### config.mk
export PLATFORM = sky130hd
export DESIGN_NAME = lfsw_top
export DESIGN_NICKNAME = d
export VERILOG_FILES = /design/src/lfsw_pkg.sv /design/src/lfsw_edge.sv /design/src/lfsw_top.sv
export SDC_FILE = /design/constraint.sdc
export NUM_CORES = 2
export LEC_CHECK = 0
export ABC_AREA = 1
export BUFFER_PORTS_ARGS = -buffer_cell sky130_fd_sc_hd__clkbuf_2
export CAP_MARGIN = 20
export CORE_MARGIN = 5
export CORE_UTILIZATION = 50
export CTS_CLUSTER_DIAMETER = 100
export CTS_CLUSTER_SIZE = 12
export DETAILED_ROUTE_END_ITERATION = 10
export PLACE_DENSITY = 0.67
export SETUP_SLACK_MARGIN = 0.2
export SLEW_MARGIN = 20
export SYNTH_ARGS = -nofsm -noshare
export SYNTH_HDL_FRONTEND = slang
export SYNTH_HIERARCHICAL = 1
export SYNTH_SLANG_ARGS = --single-unit
export TNS_END_PERCENT = 5
### constraint.sdc
create_clock -name CLK_I -period 11.8 [get_ports CLK_I]
set_clock_uncertainty 0.1 [all_clocks]
set_input_delay 0 -clock CLK_I [delete_from_list [all_inputs] [get_ports CLK_I]]
set_output_delay 0 -clock CLK_I [all_outputs]
set_load 0.02 [all_outputs]
### src/lfsw_pkg.sv
package lfsw_pkg;

    // ------------------------------------------------------------------
    // Widths
    // ------------------------------------------------------------------
    localparam int FREQ_W     = 32;   // Frequency word, 1 Hz per LSB
    localparam int LOG_W      = 16;   // Log step fraction width
    localparam int LOG_FRAC   = 16;   // Log step is Q0.16 of present freq
    localparam int DWELL_W    = 16;   // Dwell entry width, microseconds

    // ------------------------------------------------------------------
    // Timing
    // ------------------------------------------------------------------
    localparam int CLK_HZ          = 20_000_000;
    localparam int CYC_PER_US      = CLK_HZ / 1_000_000;
    localparam int SETTLE_TIME_NS  = 1000;
    // Least time, so round up
    localparam int SETTLE_CYC_INT  = (SETTLE_TIME_NS * CYC_PER_US + 999) / 1000;
    localparam logic [7:0]  SETTLE_CYC   = 8'(SETTLE_CYC_INT);
    localparam logic [31:0] DWELL_SCALE  = 32'(CYC_PER_US);

    // ------------------------------------------------------------------
    // Reset values
    // ------------------------------------------------------------------
    localparam logic [FREQ_W-1:0]  FREQ_RST  = 32'h0000_0000;
    localparam logic [31:0]        DWELL_RST = 32'h0000_0000;
    localparam logic [7:0]         SETTLE_RST = 8'h00;

    // ------------------------------------------------------------------
    // Modes, shapes, spacing, states
    // ------------------------------------------------------------------
    typedef enum logic [2:0] {
        MODE_AUTO                 = 3'b000,
        MODE_SINGLE               = 3'b001,
        MODE_STEP                 = 3'b010,
        MODE_EXT_SINGLE           = 3'b011,
        MODE_EXT_STEP             = 3'b100,
        MODE_EXT_TOGGLED_RUN_CODE = 3'b101
    } lfsw_mode_t;

    typedef enum logic {
        SHAPE_SAWTOOTH = 1'b0,
        SHAPE_TRIANGLE = 1'b1
    } lfsw_shape_t;

    typedef enum logic {
        SPACING_LIN = 1'b0,
        SPACING_LOG = 1'b1
    } lfsw_spacing_t;

    typedef enum logic [1:0] {
        ST_IDLE = 2'b00,
        ST_RUN  = 2'b01,
        ST_HOLD = 2'b10
    } lfsw_state_t;

    // Sweep range and stepping configuration
    typedef struct packed {
        logic [FREQ_W-1:0]  start_freq;
        logic [FREQ_W-1:0]  stop_freq;
        logic [FREQ_W-1:0]  step_lin;
        logic [LOG_W-1:0]   step_log;
        logic [DWELL_W-1:0] dwell_us;
    } lfsw_cfg_t;

endpackage

### src/lfsw_edge.sv
`timescale 1ns/10ps
// Trigger synchroniser with selectable active edge
module lfsw_edge (
    input  wire logic clk_i,
    input  wire logic rst_i,
    input  wire logic trig_i,
    input  wire logic pol_falling_i,
    output logic      event_o
);

    logic meta_q;
    logic sync_q;
    logic last_q;

    // ------------------------------------------------------------------
    // Two-stage synchroniser, then history for edge detect
    // ------------------------------------------------------------------
    always_ff @(posedge clk_i or posedge rst_i) begin
        if (rst_i) begin
            meta_q <= 1'b0;
            sync_q <= 1'b0;
            last_q <= 1'b0;
        end else begin
            meta_q <= trig_i;
            sync_q <= meta_q;
            last_q <= sync_q;
        end
    end

    // One pulse per qualifying edge; polarity picks rising or falling
    always_comb begin
        if (pol_falling_i) begin
            event_o = last_q & ~sync_q;
        end else begin
            event_o = sync_q & ~last_q;
        end
    end

endmodule // lfsw_edge

### src/lfsw_top.sv
`timescale 1ns/10ps
// Notes on behaviour
// - First trigger in toggled mode starts sweep
// - Second trigger halts, holds reached frequency
// - Third trigger restarts from start frequency
// - Toggled mode repeats cycles until stopped
// - Entering toggled mode stops, waits for trigger
// - Reset request loads start frequency
// - Execute request honoured only in single mode
// - Sawtooth: up, restart at start
// - Triangle: up to stop, then back down
// - Configured step width used in all modes
// - Spacing selects linear or logarithmic step
// - Linear: add fixed hertz increment
// - Log: add fraction of present frequency
// - Hold each step for dwell time in timed modes; step modes wait for a request
// - Dwell spans settling; settled part shorter
// - Trigger polarity selects active edge
// - Manual frequency write advances one step in step mode
module lfsw_top (
    input  wire logic                    CLK_I,
    input  wire logic                    SYS_RST_I,
    input  wire logic                    SWEEP_EN_I,
    input  wire lfsw_pkg::lfsw_mode_t    MODE_I,
    input  wire lfsw_pkg::lfsw_shape_t   SHAPE_I,
    input  wire lfsw_pkg::lfsw_spacing_t SPACING_I,
    input  wire lfsw_pkg::lfsw_cfg_t     CFG_I,
    input  wire logic                    TRIG_POL_FALLING_I,
    input  wire logic                    INSTRUMENT_TRIGGER_INPUT_I,
    input  wire logic                    EXEC_SINGLE_I,
    input  wire logic                    RESET_SWEEP_I,
    input  wire logic                    MAN_FREQ_WR_I,
    output logic [lfsw_pkg::FREQ_W-1:0]  FREQ_O,
    output logic                         RUNNING_O,
    output logic                         SETTLING_O,
    output logic                         STEP_STROBE_O
);
    import lfsw_pkg::*;

    // ------------------------------------------------------------------
    // Declarations
    // ------------------------------------------------------------------
    // Sequencer registers
    lfsw_state_t        state_q;
    lfsw_mode_t         mode_q;
    logic               mode_valid_q;
    logic [FREQ_W-1:0]  freq_q;
    logic               dir_down_q;
    logic               wrap_q;
    logic [31:0]        dwell_cnt_q;
    logic [7:0]         settle_q;
    logic               running_q;
    logic               settling_q;
    logic               strobe_q;

    // Decoded requests
    logic               trig_ev;
    logic               mode_chg;
    logic               timed_mode;
    logic               repeat_mode;
    logic               step_mode;
    logic               step_ev;
    logic               dwell_done;
    logic               do_step;
    logic               start_ev;
    logic               hold_ev;
    logic               kick;

    logic [31:0]        dwell_cyc;
    logic [47:0]        log_prod;
    logic [FREQ_W-1:0]  delta_log;
    logic [FREQ_W-1:0]  delta;
    logic [FREQ_W:0]    up_sum;
    logic [FREQ_W:0]    down_floor;
    logic               hit_stop;
    logic               hit_start;

    // ------------------------------------------------------------------
    // Trigger input conditioning
    // ------------------------------------------------------------------
    // Event trails pin by two clocks
    lfsw_edge u_edge (
        .clk_i         (CLK_I),
        .rst_i         (SYS_RST_I),
        .trig_i        (INSTRUMENT_TRIGGER_INPUT_I),
        .pol_falling_i (TRIG_POL_FALLING_I),
        .event_o       (trig_ev)
    );

    // ------------------------------------------------------------------
    // Mode classification
    // ------------------------------------------------------------------
    // First cycle after reset counts as a change so entry actions run
    assign mode_chg = ~mode_valid_q | (MODE_I != mode_q);

    // Timed, repeating or stepped
    always_comb begin
        timed_mode  = 1'b0;
        repeat_mode = 1'b0;
        step_mode   = 1'b0;
        step_ev     = 1'b0;
        case (MODE_I)
            MODE_AUTO: begin
                timed_mode  = 1'b1;
                repeat_mode = 1'b1;
            end
            MODE_SINGLE: begin
                timed_mode = 1'b1;
            end
            MODE_STEP: begin
                step_mode = 1'b1;
                step_ev   = MAN_FREQ_WR_I;
            end
            MODE_EXT_SINGLE: begin
                timed_mode = 1'b1;
            end
            MODE_EXT_STEP: begin
                step_mode = 1'b1;
                step_ev   = trig_ev;
            end
            MODE_EXT_TOGGLED_RUN_CODE: begin
                timed_mode  = 1'b1;
                repeat_mode = 1'b1;
            end
            default: begin
                // Unused codes never step
                timed_mode = 1'b0;
            end
        endcase
    end

    // ------------------------------------------------------------------
    // Sweep start and halt events
    // ------------------------------------------------------------------
    // Dropped in a mode-change cycle
    always_comb begin
        start_ev = 1'b0;
        hold_ev  = 1'b0;
        if (SWEEP_EN_I && !mode_chg) begin
            case (MODE_I)
                MODE_SINGLE: begin
                    // Execute is ignored in every other mode
                    start_ev = EXEC_SINGLE_I && (state_q != ST_RUN);
                end
                MODE_EXT_SINGLE: begin
                    start_ev = trig_ev && (state_q != ST_RUN);
                end
                MODE_EXT_TOGGLED_RUN_CODE: begin
                    start_ev = trig_ev && (state_q != ST_RUN);
                    hold_ev  = trig_ev && (state_q == ST_RUN);
                end
                default: begin
                    start_ev = 1'b0;
                end
            endcase
        end
    end

    // ------------------------------------------------------------------
    // Step width and leg limits
    // ------------------------------------------------------------------
    // Floored Q0.16 share of freq
    assign log_prod  = 48'(freq_q) * 48'(CFG_I.step_log);
    assign delta_log = log_prod[FREQ_W+LOG_FRAC-1:LOG_FRAC];

    // A zero increment would park the sweep forever, so force one LSB
    always_comb begin
        if (SPACING_I == SPACING_LOG) begin
            delta = (delta_log == '0) ? FREQ_W'(1) : delta_log;
        end else begin
            delta = (CFG_I.step_lin == '0) ? FREQ_W'(1) : CFG_I.step_lin;
        end
    end

    // Extra bit: no wrap in compares
    assign up_sum     = {1'b0, freq_q} + {1'b0, delta};
    assign down_floor = {1'b0, CFG_I.start_freq} + {1'b0, delta};
    assign hit_stop   = up_sum >= {1'b0, CFG_I.stop_freq};
    assign hit_start  = {1'b0, freq_q} <= down_floor;

    // ------------------------------------------------------------------
    // Dwell timing
    // ------------------------------------------------------------------
    // Dwell is the whole step period; settling eats into it
    assign dwell_cyc  = 32'(CFG_I.dwell_us) * DWELL_SCALE;
    assign dwell_done = (dwell_cnt_q + 32'h0000_0001) >= dwell_cyc;

    // Dwell or request paces steps
    assign do_step = SWEEP_EN_I && !mode_chg && (state_q == ST_RUN) &&
                     (timed_mode ? dwell_done : (step_mode & step_ev));

    // Any load restarts timers
    assign kick    = do_step | start_ev | RESET_SWEEP_I | mode_chg;

    // ------------------------------------------------------------------
    // Mode history
    // ------------------------------------------------------------------
    // Last mode, to spot a change
    always_ff @(posedge CLK_I or posedge SYS_RST_I) begin
        if (SYS_RST_I) begin
            mode_q       <= MODE_AUTO;
            mode_valid_q <= 1'b0;
        end else begin
            mode_q       <= MODE_I;
            mode_valid_q <= 1'b1;
        end
    end

    // ------------------------------------------------------------------
    // Sequencer state, frequency and direction
    // ------------------------------------------------------------------
    // Priority: off, mode, reset, halt, start, step
    always_ff @(posedge CLK_I or posedge SYS_RST_I) begin
        if (SYS_RST_I) begin
            state_q    <= ST_IDLE;
            freq_q     <= FREQ_RST;
            dir_down_q <= 1'b0;
            wrap_q     <= 1'b0;
        end else if (!SWEEP_EN_I) begin
            // Sweep off: stop, keep the frequency where it is
            state_q <= ST_IDLE;
        end else if (mode_chg) begin
            case (MODE_I)
                MODE_AUTO: begin
                    // Continue from the present setting
                    state_q <= ST_RUN;
                end
                MODE_STEP: begin
                    // From present word
                    state_q <= ST_RUN;
                end
                MODE_EXT_STEP: begin
                    // From start frequency
                    state_q    <= ST_RUN;
                    freq_q     <= CFG_I.start_freq;
                    dir_down_q <= 1'b0;
                    wrap_q     <= 1'b0;
                end
                default: begin
                    // Stop; start frequency loaded on the next start
                    state_q <= ST_IDLE;
                end
            endcase
        end else if (RESET_SWEEP_I) begin
            // Run state kept
            freq_q     <= CFG_I.start_freq;
            dir_down_q <= 1'b0;
            wrap_q     <= 1'b0;
        end else if (hold_ev) begin
            // Frozen in place
            state_q <= ST_HOLD;
        end else if (start_ev) begin
            state_q    <= ST_RUN;
            freq_q     <= CFG_I.start_freq;
            dir_down_q <= 1'b0;
            wrap_q     <= 1'b0;
        end else if (do_step) begin
            if (wrap_q) begin
                // Sawtooth flyback after the stop frequency was shown
                freq_q <= CFG_I.start_freq;
                wrap_q <= 1'b0;
            end else if (!dir_down_q) begin
                if (hit_stop) begin
                    freq_q <= CFG_I.stop_freq;
                    if (SHAPE_I == SHAPE_TRIANGLE) begin
                        // Turn at stop
                        dir_down_q <= 1'b1;
                    end else if (repeat_mode || step_mode) begin
                        wrap_q <= 1'b1;
                    end else begin
                        // One-shot ends at stop
                        state_q <= ST_IDLE;
                    end
                end else begin
                    freq_q <= up_sum[FREQ_W-1:0];
                end
            end else begin
                if (hit_start) begin
                    freq_q     <= CFG_I.start_freq;
                    dir_down_q <= 1'b0;
                    // One-shot ends at start
                    if (!(repeat_mode || step_mode)) begin
                        state_q <= ST_IDLE;
                    end
                end else begin
                    freq_q <= freq_q - delta;
                end
            end
        end
    end

    // ------------------------------------------------------------------
    // Dwell counter
    // ------------------------------------------------------------------
    // Restarts on every frequency change so each step gets a full dwell
    always_ff @(posedge CLK_I or posedge SYS_RST_I) begin
        if (SYS_RST_I) begin
            dwell_cnt_q <= DWELL_RST;
        end else if (kick || (state_q != ST_RUN)) begin
            dwell_cnt_q <= DWELL_RST;
        end else begin
            dwell_cnt_q <= dwell_cnt_q + 32'h0000_0001;
        end
    end

    // ------------------------------------------------------------------
    // Settling window inside each step
    // ------------------------------------------------------------------
    // Zero means settled
    always_ff @(posedge CLK_I or posedge SYS_RST_I) begin
        if (SYS_RST_I) begin
            settle_q <= SETTLE_RST;
        end else if (kick) begin
            settle_q <= SETTLE_CYC;
        end else if (settle_q != SETTLE_RST) begin
            settle_q <= settle_q - 8'h01;
        end
    end

    // ------------------------------------------------------------------
    // Registered status outputs
    // ------------------------------------------------------------------
    // Status trails the sequencer state by one cycle
    always_ff @(posedge CLK_I or posedge SYS_RST_I) begin
        if (SYS_RST_I) begin
            running_q  <= 1'b0;
            settling_q <= 1'b0;
            strobe_q   <= 1'b0;
        end else begin
            running_q  <= (state_q == ST_RUN);
            settling_q <= (settle_q != SETTLE_RST);
            strobe_q   <= do_step;
        end
    end

    // Straight from flops
    assign FREQ_O        = freq_q;
    assign RUNNING_O     = running_q;
    assign SETTLING_O    = settling_q;
    assign STEP_STROBE_O = strobe_q;

endmodule // lfsw_top

==> results by group <==
Die
  • DIE AREA: 67730 µm²
  • Die width: 260.2 µm
  • Area of the core: 61830 µm²
  • Core Rows: 91
  • Initial core utilization: 50.64%
  • I/O Pins: 176
  • Die Height: 260.2 µm

Critical path
  • Flop2flop setup slack: 0.71 ns
  • Most numerous cell on the critical path: nand2_1
  • Critical Path Max Stage Delay: 0.59 ns
  • Crit-path max FO: 15
  • Worst setup path start: FREQ_O[13]
  • Worst setup SP type: register
  • Worst reg2reg path startpoint: FREQ_O[13]
  • Worst setup EP type: register
  • Required time of the critical path: 12.00 ns
  • CP Class: register to register
  • Arrival time worst endpoint: 11.29 ns
  • Worst path slowest cell: dfrtp_4

Global route
  • Vias in the first global route: 30720
  • GRT overflow: 0
  • First-pass GRT wire length: 166800 µm
  • Total GRT Usage: 31.42%
  • Largest net degree at the start of global routing: 56
  • Number of antenna violations at the first check in global routing: 0

Timing
  • Final Slew Violations: 0
  • Worst-Margin Slew: 1.016 ns
  • Max Clk Rate: 90.17 MHz
  • Final setup vio count: 0
  • RSZ-0062 raised after global routing: yes
  • Period utilization: 93.98%
  • Relative slew slack: 32.27%
  • Fin crit period: 11.09 ns
  • Fin. Hold Viols: 0

Detailed routing
  • Wire per inst: 19.16 µm
  • Pre-Repair DR Iteration Count: 6
  • DR vias/cell: 5.429
  • Drt drc: 0
  • DRT iter0 DRCs: 2725
  • Via count: 30420
  • Routed Antenna Nets: 0
  • Total wire length: 107300 µm

Synth
  • Synth top area cells: fa_1, nand2_1, ha_1, inv_1, dfrtp_1
  • Most frequent cell after synthesis: nand2_1
  • Share of the synthesized area in the top cell type: 26.92%
  • Mean Syn Cell Area: 6.813 µm²
  • Syn nets: 5484
  • Yosys warning count: 6
  • Main flop type after synthesis: dfrtp_1
  • Cell area after synthesis: 31310 µm²
  • Cell taking the most area after synthesis: fa_1
  • Proportion of synthesized chip area in sequential cells: 6.873%
  • Count of cell types in the netlist: 55
  • Synth Register Bits: 86
  • Leading cell types by count after synthesis: nand2_1, inv_1, fa_1
  • Post-Syn Instances: 4596
  • Post-synth EDFFs: 0
  • Synth async-reset ratio: 100.0%

Final layout
  • Proportion of layout cells with a drive suffix above 1: 9.339%
  • Ant. Diodes: 0
  • Fin cells: 5602
  • Final nets: 5648
  • Area Overhead vs Synth: 9.607%
  • Fillcell total: 6243
  • FF+latch area: 2215 µm²
  • Multi-input logic area: 24750 µm²

CTS
  • Num CTS Buffers: 9
  • CTS tree: done
  • Root Buffer: clkbuf_16
  • H-tree depth: 3
  • Sink Count: 86
  • Max Root-Sink Buffers: 2
  • Clock-pin slew on the worst setup and hold paths: 0.11 ns
  • Clk Latency, worst-skew pair: 0.40 ns

Status
  • Status: completed

Worst hold path
  • Hold Crit Class: input pin to register
  • Min-delay src: CFG_I[93]

Placement
  • GPL Wtd Cong: 1.007
  • Buffers added on ports: 175
  • Placed cell count: 5518
  • DP HPWL: 88810 µm

Job
  • MaxCap Viol Count: 0
cells in the final DEF (no fill, tap or decap), drive strengths merged, types with 86 or more instances in the layout:
cell type / Yosys / final
nand2: 1192 / 1192
inv: 1024 / 1027
fa: 421 / 421
nor2: 383 / 383
ha: 326 / 326
a21oi: 243 / 243
clkbuf: 129 / 185
nand3: 175 / 175
o21ai: 148 / 148
buf: 40 / 103
xor2: 101 / 101
dfrtp: 86 / 86
cells by family (layout without fill, tap and decap cells):
logic type	Yosys count	after routing	share of synthesized area [%]
flip-flops	86	86	6.873
XOR/XNOR	139	139	3.888
buffers and inverters	1194	1363	14.59
AO/OA/AOI/OAI	504	504	9.015
other	1	1	0.01198
AND/OR/NAND/NOR	1925	1925	25.68
adder cells (fa/ha/maj)	747	747	39.94
layer usage:
metal / global-route usage, % / part of all wire (%) / vias up / routed length, µm
li1: - / - / 14270 / -
met1: 42.85 / 42 / 14540 / 44830
met2: 51.28 / 45 / 1402 / 48270
met3: 5.049 / 9.7 / 201 / 10440
met4: 10.41 / 3.5 / 0 / 3781
met5: 0 / 0 / - / 0
stage by stage:
stage | utilization [%] | TNS (ns) | area, µm² | worst slack (ns) | hold WS [ns]
4_1_cts | 54.84 | 0 | 33900 | 0.2280 | 0.002487
5_1_grt | 55.51 | 0 | 34320 | 0.09864 | 0.02790
2_1_floorplan | - | 0 | 31310 | 1.937 | -0.3464
3_3_place_gp | 53.60 | -0.6561 | 33140 | -0.2150 | -0.2288
3_5_place_dp | 53.60 | -0.9906 | 33140 | -0.2267 | -0.2237
6_report | 55.51 | 0 | 34320 | 0.7103 | 0.01090
final timing paths:
kind | endpoint | cells past startpoint
worst max-delay path | FREQ_O[12] | 54
worst min-delay path | FREQ_O[29] | 7
worst max register to register | FREQ_O[12] | 54
worst min register to register | u_edge/sync_q | 0
max in group asynchronous | FREQ_O[19] | 4
min in group asynchronous | dir_down_q | 3
critical path: cells and delay by family, from the launching register on:
kind | cells | cell delay (ns)
adders and majority gates | 10 | 4.38
and+or+nand+nor | 25 | 2.64
AOI/OAI and AO/OA | 9 | 1.69
buffers and inverters | 9 | 1.37
DFF | 1 | 0.59
xor gates and xnor gates | 1 | 0.23
area by class of cell:
type | count | share of cell area (%)
clock buffer | 9 | 0.6562
sequential | 86 | 6.453
clock inverter | 7 | 0.2151
timing repair buffer | 322 | 6.278
inverter | 1025 | 11.24
tap | 837 | 3.051
multi-input combinational | 3316 | 72.11
registers in the layout, indices dropped and copies added (netlist names):
| signal | cells |
|---|---|
| SETTLING_O | 1 |
| mode_q | 3 |
| u_edge/last_q | 1 |
| dwell_cnt_q | 32 |
| RUNNING_O | 1 |
| mode_valid_q | 1 |
| wrap_q | 1 |
| u_edge/meta_q | 1 |
| dir_down_q | 1 |
| state_q | 2 |
| u_edge/sync_q | 1 |
| FREQ_O | 32 |
| settle_q | 8 |
| STEP_STROBE_O | 1 |
timing repair:
action,in CTS,in global routing
gates cloned,0,0
endpoints found under the hold margin,74,0
gates resized for setup,21,70
buffers inserted,0,25
endpoints found under the setup margin,32,36
hold buffers,43,0
pin swaps,0,11
Power is not shown: default switching activity piles up to over one toggle a cycle in this logic, so the estimate is an artifact.
